===== config.mk =====
export PLATFORM = sky130hd
export DESIGN_NAME = smoke_alarm_sequencer
export DESIGN_NICKNAME = d
export VERILOG_FILES = /design/src/smoke_alarm_sequencer_pkg.sv /design/src/smoke_alarm_sequencer.sv
export VERILOG_INCLUDE_DIRS = /design/src
export SDC_FILE = /design/constraint.sdc
export NUM_CORES = 1
export LEC_CHECK = 0
export ABC_AREA = 1
export BUFFER_PORTS_ARGS = -buffer_cell sky130_fd_sc_hd__buf_4
export CAP_MARGIN = 20
export CORE_AREA = 2 2 148 150
export DETAILED_ROUTE_END_ITERATION = 10
export DIE_AREA = 0 0 150 152
export HOLD_SLACK_MARGIN = 0.06
export PLACE_DENSITY_LB_ADDON = 0.15
export SYNTH_ARGS = -nofsm -noshare
export SYNTH_HDL_FRONTEND = slang
export SYNTH_SLANG_ARGS = --single-unit

===== constraint.sdc =====
create_clock -name aclk -period 3.9 [get_ports aclk]
set_input_delay 0.975 -clock aclk [delete_from_list [all_inputs] [get_ports aclk]]
set_output_delay 0.975 -clock aclk [all_outputs]
set_load 0.01 [all_outputs]

===== src/smoke_alarm_sequencer_defs.svh =====
/*
  Constants of the smoke alarm sequencer: register offsets, field positions, reset values
  and timing figures. Assumes the including file derives cycle counts from these times.
*/
`ifndef SMOKE_ALARM_SEQUENCER_DEFS_SVH
`define SMOKE_ALARM_SEQUENCER_DEFS_SVH

// ----------------------------------------------------------------------------------------
// Clock and times
// ----------------------------------------------------------------------------------------
`define SAS_CLK_MHZ          25
`define SAS_T_STBY_US        1670000
`define SAS_T_ALARM_US       41500
`define SAS_T_PULSE_US       10500
`define SAS_T_FILTER_US      500000

// ----------------------------------------------------------------------------------------
// Counts of timebase periods
// ----------------------------------------------------------------------------------------
`define SAS_LED_SLOT_TICKS   5'd24
`define SAS_CHIRP_SLOT       5'd12
`define SAS_HORN_ON_TICKS    3'd4
`define SAS_HORN_CYCLE_TICKS 3'd6
`define SAS_IO_DELAY_TICKS   7'd72

// ----------------------------------------------------------------------------------------
// Registers
// ----------------------------------------------------------------------------------------
`define SAS_ADDR_CTRL        4'h0
`define SAS_ADDR_STATUS      4'h4
`define SAS_CTRL_RESET       1'b0
`define SAS_CTRL_TEST_BIT    0
`define SAS_RESP_OKAY        2'b00
`define SAS_RESP_SLVERR      2'b10

`endif


===== src/smoke_alarm_sequencer_pkg.sv =====
/*
  Types shared by the smoke alarm sequencer.
  Assumes nothing of its surroundings.
*/
package smoke_alarm_sequencer_pkg;

  typedef enum logic [2:0] {
    ST_STANDBY = 3'b001,
    ST_LOCAL   = 3'b010,
    ST_REMOTE  = 3'b100
  } alarm_state_type;

  typedef struct packed {
    logic io_drive;
    logic discharge;
    logic smoke_latched;
    logic low_battery;
    logic remote_alarm;
    logic local_alarm;
  } status_type;

endpackage : smoke_alarm_sequencer_pkg


===== src/smoke_alarm_sequencer.sv =====
/*
  Timing and sequencing core of an ionization smoke alarm with interconnect, plus an
  AXI4-Lite slave for a test control bit and a status word.
  Assumes synchronous comparator inputs and an external resolver for the interconnect wire.
*/
`timescale 1ns/1ns
`include "smoke_alarm_sequencer_defs.svh"

// Summary of operation
// - standby timebase period is 1.67 seconds
// - each standby tick except test and chirp strobes sensing, latches smoke
// - every 40 s pulse indicator, latch battery
// - no smoke sample during test, chirp, horn
// - alarm shortens timebase to 41.5 ms
// - alarm horn on 166 ms, off 83 ms
// - low battery chirps horn 10.5 ms per 40 s
// - battery adjust switch closes only during indicator
// - alarm indicator pulse every second
// - local alarm drives interconnect high
// - high interconnect means remote alarm
// - indicator blinks only on originating unit
// - discharge sink one timebase cycle after local
// - no discharge after remote alarm
// - interconnect input filtered 500 ms
// - remote horn starts 0.45 to 2.2 s
// - wait 3 s before driving interconnect
// - timing pin low keeps strobe active
// - reset clears all timing and state
// - horn cycle completes before new sample acts
// - no chirp in local or remote alarm
module smoke_alarm_sequencer #(
  parameter int unsigned STBY_CYC   = `SAS_T_STBY_US * `SAS_CLK_MHZ,
  parameter int unsigned ALARM_CYC  = `SAS_T_ALARM_US * `SAS_CLK_MHZ,
  parameter int unsigned PULSE_CYC  = `SAS_T_PULSE_US * `SAS_CLK_MHZ,
  parameter int unsigned FILTER_CYC = `SAS_T_FILTER_US * `SAS_CLK_MHZ
) (
  // Clock and reset
  input  wire logic        aclk,
  input  wire logic        aresetn,
  // AXI4-Lite write address and data
  input  wire logic [3:0]  awaddr,
  input  wire logic        awvalid,
  output logic             awready,
  input  wire logic [31:0] wdata,
  input  wire logic [3:0]  wstrb,
  input  wire logic        wvalid,
  output logic             wready,
  output logic [1:0]       bresp,
  output logic             bvalid,
  input  wire logic        bready,
  // AXI4-Lite read
  input  wire logic [3:0]  araddr,
  input  wire logic        arvalid,
  output logic             arready,
  output logic [31:0]      rdata,
  output logic [1:0]       rresp,
  output logic             rvalid,
  input  wire logic        rready,
  // Analog comparator results and oscillator pin
  input  wire logic        smoke_detected,
  input  wire logic        low_battery_detected,
  input  wire logic        timing_capacitor_pin,
  // Interconnect line
  input  wire logic        io_in,
  output logic             io_out,
  output logic             io_oe,
  // Drivers
  output logic             power_strobe,
  output logic             led_drive,
  output logic             battery_trip_adjust,
  output logic             horn_drive_a,
  output logic             horn_drive_b
);

  // --------------------------------------------------------------------------------------
  // Sequencing state
  // --------------------------------------------------------------------------------------
  smoke_alarm_sequencer_pkg::alarm_state_type state;
  smoke_alarm_sequencer_pkg::alarm_state_type next_state;
  smoke_alarm_sequencer_pkg::status_type      status;

  logic [25:0] per_cnt;
  logic [18:0] pulse_cnt;
  logic [23:0] filt_cnt;
  logic [4:0]  led_cnt;
  logic [2:0]  phase;
  logic [6:0]  io_dly;
  logic        strobe_q;
  logic        chirp_q;
  logic        batt_test;
  logic        smoke_latched;
  logic        low_batt;
  logic        discharge;
  logic        test_mode;

  wire         in_alarm   = (state != smoke_alarm_sequencer_pkg::ST_STANDBY);
  wire         in_standby = (state == smoke_alarm_sequencer_pkg::ST_STANDBY);
  wire         in_local   = (state == smoke_alarm_sequencer_pkg::ST_LOCAL);
  wire         in_remote  = (state == smoke_alarm_sequencer_pkg::ST_REMOTE);
  wire [25:0]  per_last   = in_alarm ? 26'(ALARM_CYC - 1) : 26'(STBY_CYC - 1);
  wire         tick       = (per_cnt == per_last);
  wire         pulse_end  = (pulse_cnt == 19'd1);
  wire         changed    = (next_state != state);
  wire         cycle_end  = tick && (phase == `SAS_HORN_CYCLE_TICKS - 3'd1);
  wire [2:0]   next_phase = cycle_end ? 3'd0 : phase + 3'd1;
  wire [4:0]   next_led   = (led_cnt == `SAS_LED_SLOT_TICKS - 5'd1) ? 5'd0 : led_cnt + 5'd1;
  wire         filt_done  = (filt_cnt == 24'(FILTER_CYC - 1));
  wire         smoke_now  = strobe_q && pulse_end && smoke_detected;

  // In standby the slot counter picks battery test, chirp or smoke strobe for each tick.
  wire         sb_batt   = in_standby && tick && (led_cnt == 5'd0);
  wire         sb_chirp  = in_standby && tick && (led_cnt == `SAS_CHIRP_SLOT) &&
                           low_batt;
  wire         sb_strobe = in_standby && tick && !sb_batt && !sb_chirp;
  // In alarm the strobe falls in the first off period, so the horn never masks a sample.
  wire         al_strobe = in_alarm && tick && (next_phase == `SAS_HORN_ON_TICKS);
  wire         al_led    = in_local && tick && (led_cnt == 5'd0);
  wire         start     = sb_batt || sb_chirp || sb_strobe || al_strobe || al_led;

  // --------------------------------------------------------------------------------------
  // Alarm state decision
  // --------------------------------------------------------------------------------------
  always_comb begin
    next_state = state;
    unique case (state)
      smoke_alarm_sequencer_pkg::ST_STANDBY: begin
        if (smoke_now || test_mode) begin
          next_state = smoke_alarm_sequencer_pkg::ST_LOCAL;
        end else if (filt_done && io_in) begin
          next_state = smoke_alarm_sequencer_pkg::ST_REMOTE;
        end
      end
      smoke_alarm_sequencer_pkg::ST_LOCAL: begin
        if (cycle_end && !smoke_latched && !test_mode) begin
          next_state = smoke_alarm_sequencer_pkg::ST_STANDBY;
        end
      end
      smoke_alarm_sequencer_pkg::ST_REMOTE: begin
        if (cycle_end && (smoke_latched || test_mode)) begin
          next_state = smoke_alarm_sequencer_pkg::ST_LOCAL;
        end else if (cycle_end && !io_in) begin
          next_state = smoke_alarm_sequencer_pkg::ST_STANDBY;
        end
      end
      default: begin
        next_state = smoke_alarm_sequencer_pkg::ST_STANDBY;
      end
    endcase
  end

  wire next_alarm  = (next_state != smoke_alarm_sequencer_pkg::ST_STANDBY);
  wire leave_local = in_local && changed;
  wire next_dump   = leave_local ? 1'b1 : ((changed || tick) ? 1'b0 : discharge);
  wire next_io_drv = (next_state == smoke_alarm_sequencer_pkg::ST_LOCAL) && !changed &&
                     (io_dly == `SAS_IO_DELAY_TICKS);
  wire strobe_nx   = start ? (sb_strobe || al_strobe) : (strobe_q && !pulse_end);
  // A running chirp is cut short when an alarm takes over; one started on the tick that enters alarm lasts one cycle into it.
  wire chirp_nx    = start ? sb_chirp : (chirp_q && !pulse_end && !next_alarm);
  wire led_nx      = start ? (sb_batt || al_led) : (led_drive && !pulse_end);
  wire batt_nx     = start ? sb_batt : (batt_test && !pulse_end);
  wire horn_nx     = (next_alarm && !changed) ? (next_phase < `SAS_HORN_ON_TICKS) && tick ||
                     (phase < `SAS_HORN_ON_TICKS) && !tick :
                     (next_alarm || chirp_nx);

  // --------------------------------------------------------------------------------------
  // Timebase and pulses
  // --------------------------------------------------------------------------------------
  always_ff @(posedge aclk) begin
    if (!aresetn) begin
      state <= smoke_alarm_sequencer_pkg::ST_STANDBY;
      per_cnt <= 26'd0;
      phase <= 3'd0;
      led_cnt <= 5'd0;
      pulse_cnt <= 19'd0;
    end else begin
      state <= next_state;
      per_cnt <= (tick || changed) ? 26'd0 : per_cnt + 26'd1;
      phase <= changed ? 3'd0 : (tick ? next_phase : phase);
      led_cnt <= changed ? 5'd0 : (tick ? next_led : led_cnt);
      pulse_cnt <= start ? 19'(PULSE_CYC) : (pulse_cnt != 19'd0 ? pulse_cnt - 19'd1 : 19'd0);
    end
  end

  always_ff @(posedge aclk) begin
    if (!aresetn) begin
      strobe_q <= 1'b0;
      chirp_q <= 1'b0;
      batt_test <= 1'b0;
      led_drive <= 1'b0;
      battery_trip_adjust <= 1'b0;
      power_strobe <= 1'b0;
      horn_drive_a <= 1'b0;
      horn_drive_b <= 1'b0;
    end else begin
      strobe_q <= strobe_nx;
      chirp_q <= chirp_nx;
      batt_test <= batt_nx;
      led_drive <= led_nx;
      battery_trip_adjust <= batt_nx;
      power_strobe <= strobe_nx || !timing_capacitor_pin;
      horn_drive_a <= horn_nx;
      horn_drive_b <= horn_nx;
    end
  end

  // --------------------------------------------------------------------------------------
  // Latches, interconnect filter and drive
  // --------------------------------------------------------------------------------------
  always_ff @(posedge aclk) begin
    if (!aresetn) begin
      smoke_latched <= 1'b0;
      low_batt <= 1'b0;
      filt_cnt <= 24'd0;
      io_dly <= 7'd0;
      discharge <= 1'b0;
      io_out <= 1'b0;
      io_oe <= 1'b0;
    end else begin
      if (strobe_q && pulse_end) begin
        smoke_latched <= smoke_detected;
      end
      if (batt_test && pulse_end) begin
        low_batt <= low_battery_detected;
      end
      // Our own sink would read as a low, so the filter sleeps while discharging.
      filt_cnt <= (in_standby && io_in && !discharge && !filt_done) ?
                  filt_cnt + 24'd1 : 24'd0;
      io_dly <= !in_local || changed ? 7'd0 :
                ((tick && io_dly != `SAS_IO_DELAY_TICKS) ? io_dly + 7'd1 : io_dly);
      discharge <= next_dump;
      io_out <= next_io_drv;
      io_oe <= next_io_drv || next_dump;
    end
  end

  assign status = '{io_drive: io_out, discharge: discharge, smoke_latched: smoke_latched,
                     low_battery: low_batt, remote_alarm: in_remote, local_alarm: in_local};

  // --------------------------------------------------------------------------------------
  // AXI4-Lite slave
  // --------------------------------------------------------------------------------------
  logic [3:0]  aw_addr_q;
  logic        aw_have;
  logic [31:0] w_data_q;
  logic [3:0]  w_strb_q;
  logic        w_have;

  wire do_write  = aw_have && w_have && !bvalid;
  wire wr_ctrl   = (aw_addr_q == `SAS_ADDR_CTRL);
  wire wr_ok     = wr_ctrl || (aw_addr_q == `SAS_ADDR_STATUS);
  wire rd_ctrl   = (araddr == `SAS_ADDR_CTRL);
  wire rd_stat   = (araddr == `SAS_ADDR_STATUS);
  wire [31:0] rd_value = rd_ctrl ? {31'd0, test_mode} :
                         (rd_stat ? {26'd0, status} : 32'd0);

  always_ff @(posedge aclk) begin
    if (!aresetn) begin
      awready <= 1'b0;
      wready <= 1'b0;
      aw_have <= 1'b0;
      w_have <= 1'b0;
      aw_addr_q <= 4'h0;
      w_data_q <= 32'd0;
      w_strb_q <= 4'h0;
      bvalid <= 1'b0;
      bresp <= `SAS_RESP_OKAY;
      test_mode <= `SAS_CTRL_RESET;
    end else begin
      awready <= !aw_have && !awready && awvalid;
      wready <= !w_have && !wready && wvalid;
      if (awvalid && awready) begin
        aw_have <= 1'b1;
        aw_addr_q <= awaddr;
      end
      if (wvalid && wready) begin
        w_have <= 1'b1;
        w_data_q <= wdata;
        w_strb_q <= wstrb;
      end
      if (do_write) begin
        aw_have <= 1'b0;
        w_have <= 1'b0;
        bvalid <= 1'b1;
        bresp <= wr_ok ? `SAS_RESP_OKAY : `SAS_RESP_SLVERR;
        if (wr_ctrl && w_strb_q[0]) begin
          test_mode <= w_data_q[`SAS_CTRL_TEST_BIT];
        end
      end else if (bvalid && bready) begin
        bvalid <= 1'b0;
      end
    end
  end

  always_ff @(posedge aclk) begin
    if (!aresetn) begin
      arready <= 1'b0;
      rvalid <= 1'b0;
      rdata <= 32'd0;
      rresp <= `SAS_RESP_OKAY;
    end else begin
      arready <= !arready && !rvalid && arvalid;
      if (arvalid && arready) begin
        rvalid <= 1'b1;
        rdata <= rd_value;
        rresp <= (rd_ctrl || rd_stat) ? `SAS_RESP_OKAY : `SAS_RESP_SLVERR;
      end else if (rvalid && rready) begin
        rvalid <= 1'b0;
      end
    end
  end

  // --------------------------------------------------------------------------------------
  // Assertions
  // --------------------------------------------------------------------------------------
  property p_batt_no_smoke;
    @(posedge aclk) disable iff (!aresetn) (battery_trip_adjust || chirp_q) |-> !strobe_q;
  endproperty
  a_batt_no_smoke: assert property (p_batt_no_smoke) else $error("strobe during test");

  property p_adjust_with_led;
    @(posedge aclk) disable iff (!aresetn) battery_trip_adjust |-> led_drive;
  endproperty
  a_adjust_with_led: assert property (p_adjust_with_led) else $error("adjust without led");

  property p_pulse_ends;
    @(posedge aclk) disable iff (!aresetn) (pulse_end && !start) |=> !led_drive && !strobe_q;
  endproperty
  a_pulse_ends: assert property (p_pulse_ends) else $error("pulse overran");

  property p_horn_off_phase;
    @(posedge aclk) disable iff (!aresetn)
      (in_alarm && tick && phase == 3'd3 && !changed) |=> !horn_drive_a ##1 !horn_drive_a;
  endproperty
  a_horn_off_phase: assert property (p_horn_off_phase) else $error("horn not off");

  property p_remote_no_led;
    @(posedge aclk) disable iff (!aresetn) (in_remote && tick) |=> !led_drive;
  endproperty
  a_remote_no_led: assert property (p_remote_no_led) else $error("led in remote");

  property p_dump_after_local;
    @(posedge aclk) disable iff (!aresetn)
      ($past(in_local) && in_standby) |-> io_oe && !io_out;
  endproperty
  a_dump_after_local: assert property (p_dump_after_local) else $error("no discharge");

  property p_no_dump_remote;
    @(posedge aclk) disable iff (!aresetn) ($past(in_remote) && in_standby) |-> !io_oe;
  endproperty
  a_no_dump_remote: assert property (p_no_dump_remote) else $error("discharge on remote");

  property p_drive_local;
    @(posedge aclk) disable iff (!aresetn) io_out |-> in_local && io_dly == 7'd72;
  endproperty
  a_drive_local: assert property (p_drive_local) else $error("early drive");

  property p_filter;
    @(posedge aclk) disable iff (!aresetn)
      $rose(in_remote) |-> $past(filt_cnt) == 24'(FILTER_CYC - 1);
  endproperty
  a_filter: assert property (p_filter) else $error("remote without filter");

  property p_test_strobe;
    @(posedge aclk) disable iff (!aresetn) !timing_capacitor_pin |=> power_strobe;
  endproperty
  a_test_strobe: assert property (p_test_strobe) else $error("strobe not forced");

  property p_no_chirp_alarm;
    @(posedge aclk) disable iff (!aresetn) chirp_q |-> in_standby && low_batt;
  endproperty
  a_no_chirp_alarm: assert property (p_no_chirp_alarm) else $error("chirp in alarm");

endmodule : smoke_alarm_sequencer


==> run summary <==
Tot Pwr: 2.84 mW
max_slew headroom: 0.543
ant diodes: 0
Synth Area in Compound Gates: 0.0699
I/O pin total: 103
Worst Setup Start Kind: register
Pleak: 3.00 nW
Yosys warning count: 0
Layout Nets: 982
top cell type's share of synthesized area: 0.385
RR Endpoint: per_cnt[4]$_SDFF_PP0_
Pre-antenna DRT Iters: 4
die area: 22,800 um2
top post-synthesis cells by area: dfxtp_1, nand2_1, inv_1
Num CTS Buffers: 17
routed wl met2: 6.15 mm
postcts setup bufs: 0
sequential area share after synthesis: 0.385
share of flip-flops with an asynchronous set or reset: 0
layout cells sized above 1: 0.124
Final Hold Slack: 413 ps
clk sinks: 120
Hold WC Path Type: register to register
simple-gate share of the synthesized area: 0.330
CTS tree: built
area grow syn2layout: 17.1%
most common cell in the netlist: nand2_1
Crit Path Max Fanout: 26
Critical Path RT: 4170 ps
Post-synth EDFFs: 0
most frequent cells after synthesis: nand2_1, inv_1, dfxtp_1
via/cell ratio: 4.22
largest stage delay on the critical path: 510 ps
die height: 152 um
Root Buffer: clkbuf_16
largest net degree at the start of global routing: 27
drt total wl: 13.3 mm
Setup crit end: per_cnt[4]$_SDFF_PP0_
routed length per instance: 11.0 um
actual slew at the worst max-slew pin: 685 ps
ys flop type: dfxtp_1
peak supply drop: 0.240 mV
Max Fclk: 356 MHz
Final Hold Viols: 0
GPL Wtd Cong: 0.761
mux contribution to synthesized area: 0
final setup vio count: 0
Resized cells post-CTS: 0
H-tree Lvls: 4
synthesis-stage register bit count: 120
Port Buf Inserts: 40
final clock skew: 12.1 ps
Overflow after GRT: 0
distinct cell type count after synthesis: 37
Critical-path top delay cell: nand2_4
RSZ-0062 raised after global routing: no
Setup Crit Path Kind: register to register
via count: 5,106
Reg2Reg Depth: 17
launch point of the worst path: state[0]$_SDFF_PN1_
setup TNS: 0 ps
Synth Area in Adders: 0.0220
Detailed Route Iter0 Violations: 161
Period minus WS final: 2810 ps
Residual DRC: 0
Clock Pin Slew Worst Setup and Hold Paths: 50 ps
largest family of logic cells by synthesized area: simple AND/OR/NAND/NOR gates
top sig layer: met4
clk buf depth: 2
min-delay src: w_have$_SDFFE_PP0P_
crit path capture type: register
Post-Synth XOR/XNOR Area: 0.0589
Worst R2R Start: state[0]$_SDFF_PN1_
first-pass GRT wire length: 22.9 mm
vias in the first global route: 4,862
M1 wire length: 6.77 mm
Mapped Cells: 864
status: finished, final reports clean
Layout Cells excl Fill: 1,209
Max-Cap Viols: 0
Clock Latency Late Sink: 420 ps
pwr/cell area: 389 nW/um2
crit path DAT: 3090 ps
Synth Area per Inst: 7.23 um2
Rows: 54
detailed placer's ending HPWL: 10.0 mm
post-synth top area cell: dfxtp_1
Final period util: 0.721
placed cells: 1,177
Cell Chain, Critical Path: nand2_2 > nor2_4 > nand3_1 > nand2_1 > inv_2 > nor2_4 > nand3_1 > nand2_1 > inv_1 > nand2_1 > nand2_2 > nand2_1 > nand2_2 > nand2_4 > nor2_8 > nand2_4 > nor2_1
# hold bufs at CTS: 0
Die X: 150 um
cell mode on critical path: nand2_1
final core occ: 0.342
area of the mapped netlist: 6240 um2
Core Box Area: 21,400 um2
metal3 WL: 286 um
Starting Density: 0.292
initial antenna violation count: 0
Slew Viols, Final: 0
GRT Total Usage: 0.124
Final ANT Viol Nets: 0
Reg2Reg Setup Slack: 1090 ps
==> worst max-delay path, delay by kind of cell, from the launching register on <==
kind | cells | cell delay, ps
simple gates | 15 | 2130
flops | 1 | 450
buf+inv | 2 | 80
==> cell families (layout without fill, tap and decap cells) <==
kind of cell             count (synthesis)  count (layout)
AO/OA/AOI/OAI                           83              83
XOR/XNOR                                42              42
adder cells (fa/ha/maj)                 11              11
buffers and inverters                  185             223
flip-flops                             120             120
other                                    1              28
AND/OR/NAND/NOR                        422             422
==> registers in the layout, indices dropped and copies added, names as in the netlist, 3 cells and up <==
register / flops
io_dly: 7
filt_cnt: 24
led_cnt: 5
aw_addr_q: 4
rdata: 6
per_cnt: 26
pulse_cnt: 19
phase: 3
state: 3
==> layer usage <==
metal / track usage / vias to the layer above
met1: 0.162 / 2265
li1: - / 2783
met4: 0.0391 / 0
met3: 0.0315 / 10
met5: 0 / -
met2: 0.199 / 48
==> metrics by stage <==
stage | worst slack (ps) | cell area (um2)
detailed placement | 1060 | 6740
global placement | 1080 | 6740
CTS | 1030 | 7310
finish | 1090 | 7310
global route | 786 | 7310
floorplan | 1720 | 6350
==> worst min-delay path by stage <==
stage / to / slack (ps) / cells after the start
after floorplan: awready$_SDFF_PN0_ / 400 / 1
after global placement: awready$_SDFF_PN0_ / 410 / 1
after detailed placement: awready$_SDFF_PN0_ / 410 / 1
after CTS: wready$_SDFF_PN0_ / 420 / 1
after global routing: wready$_SDFF_PN0_ / 430 / 1
final: wready$_SDFF_PN0_ / 410 / 1
==> power by group <==
group	switching, mW	leakage, nW	total [mW]	internal (mW)
logic	0.0604	1.75	0.0931	0.0327
clock network	0.546	0.283	1.50	0.957
registers	0.00826	0.969	1.25	1.24
total	0.614	3.00	2.84	2.23
==> placed cells by master (no fill, tap or decap), types with 2 or more instances in the layout <==
cell type  Yosys  layout
inv_1        145     145
nor4_1        10      10
nor3_1        36      36
o21ai_0       30      30
buf_4         29      43
xor2_1        36      36
clkbuf_16      0      17
nand4_1       22      22
dfxtp_1      120     120
a211oi_1       4       4
nand3_1       46      46
clkbuf_1       4       3
a21oi_1       44      44
o21a_1         2       2
inv_2          2       2
nor3b_1        4       4
xnor2_1        6       6
nor2_4        24      24
clkinv_2       0       4
nand2_4        2       2
nor2_1       110     110
conb_1         1      28
ha_1          11      11
or2_2          2       2
nand2_1      149     149
nand2_2        7       7
nand3_2        4       4
clkbuf_8       0       5
==> area by class of cell <==
class	count	area, um2
sequential	120	2400
inverter	148	556
fill	2350	14000
clock buffer	25	505
tap	280	350
multi-input combinational	586	3110
timing repair buffer	43	323
clock inverter	7	66.3
(Power assumes the default switching activity.)
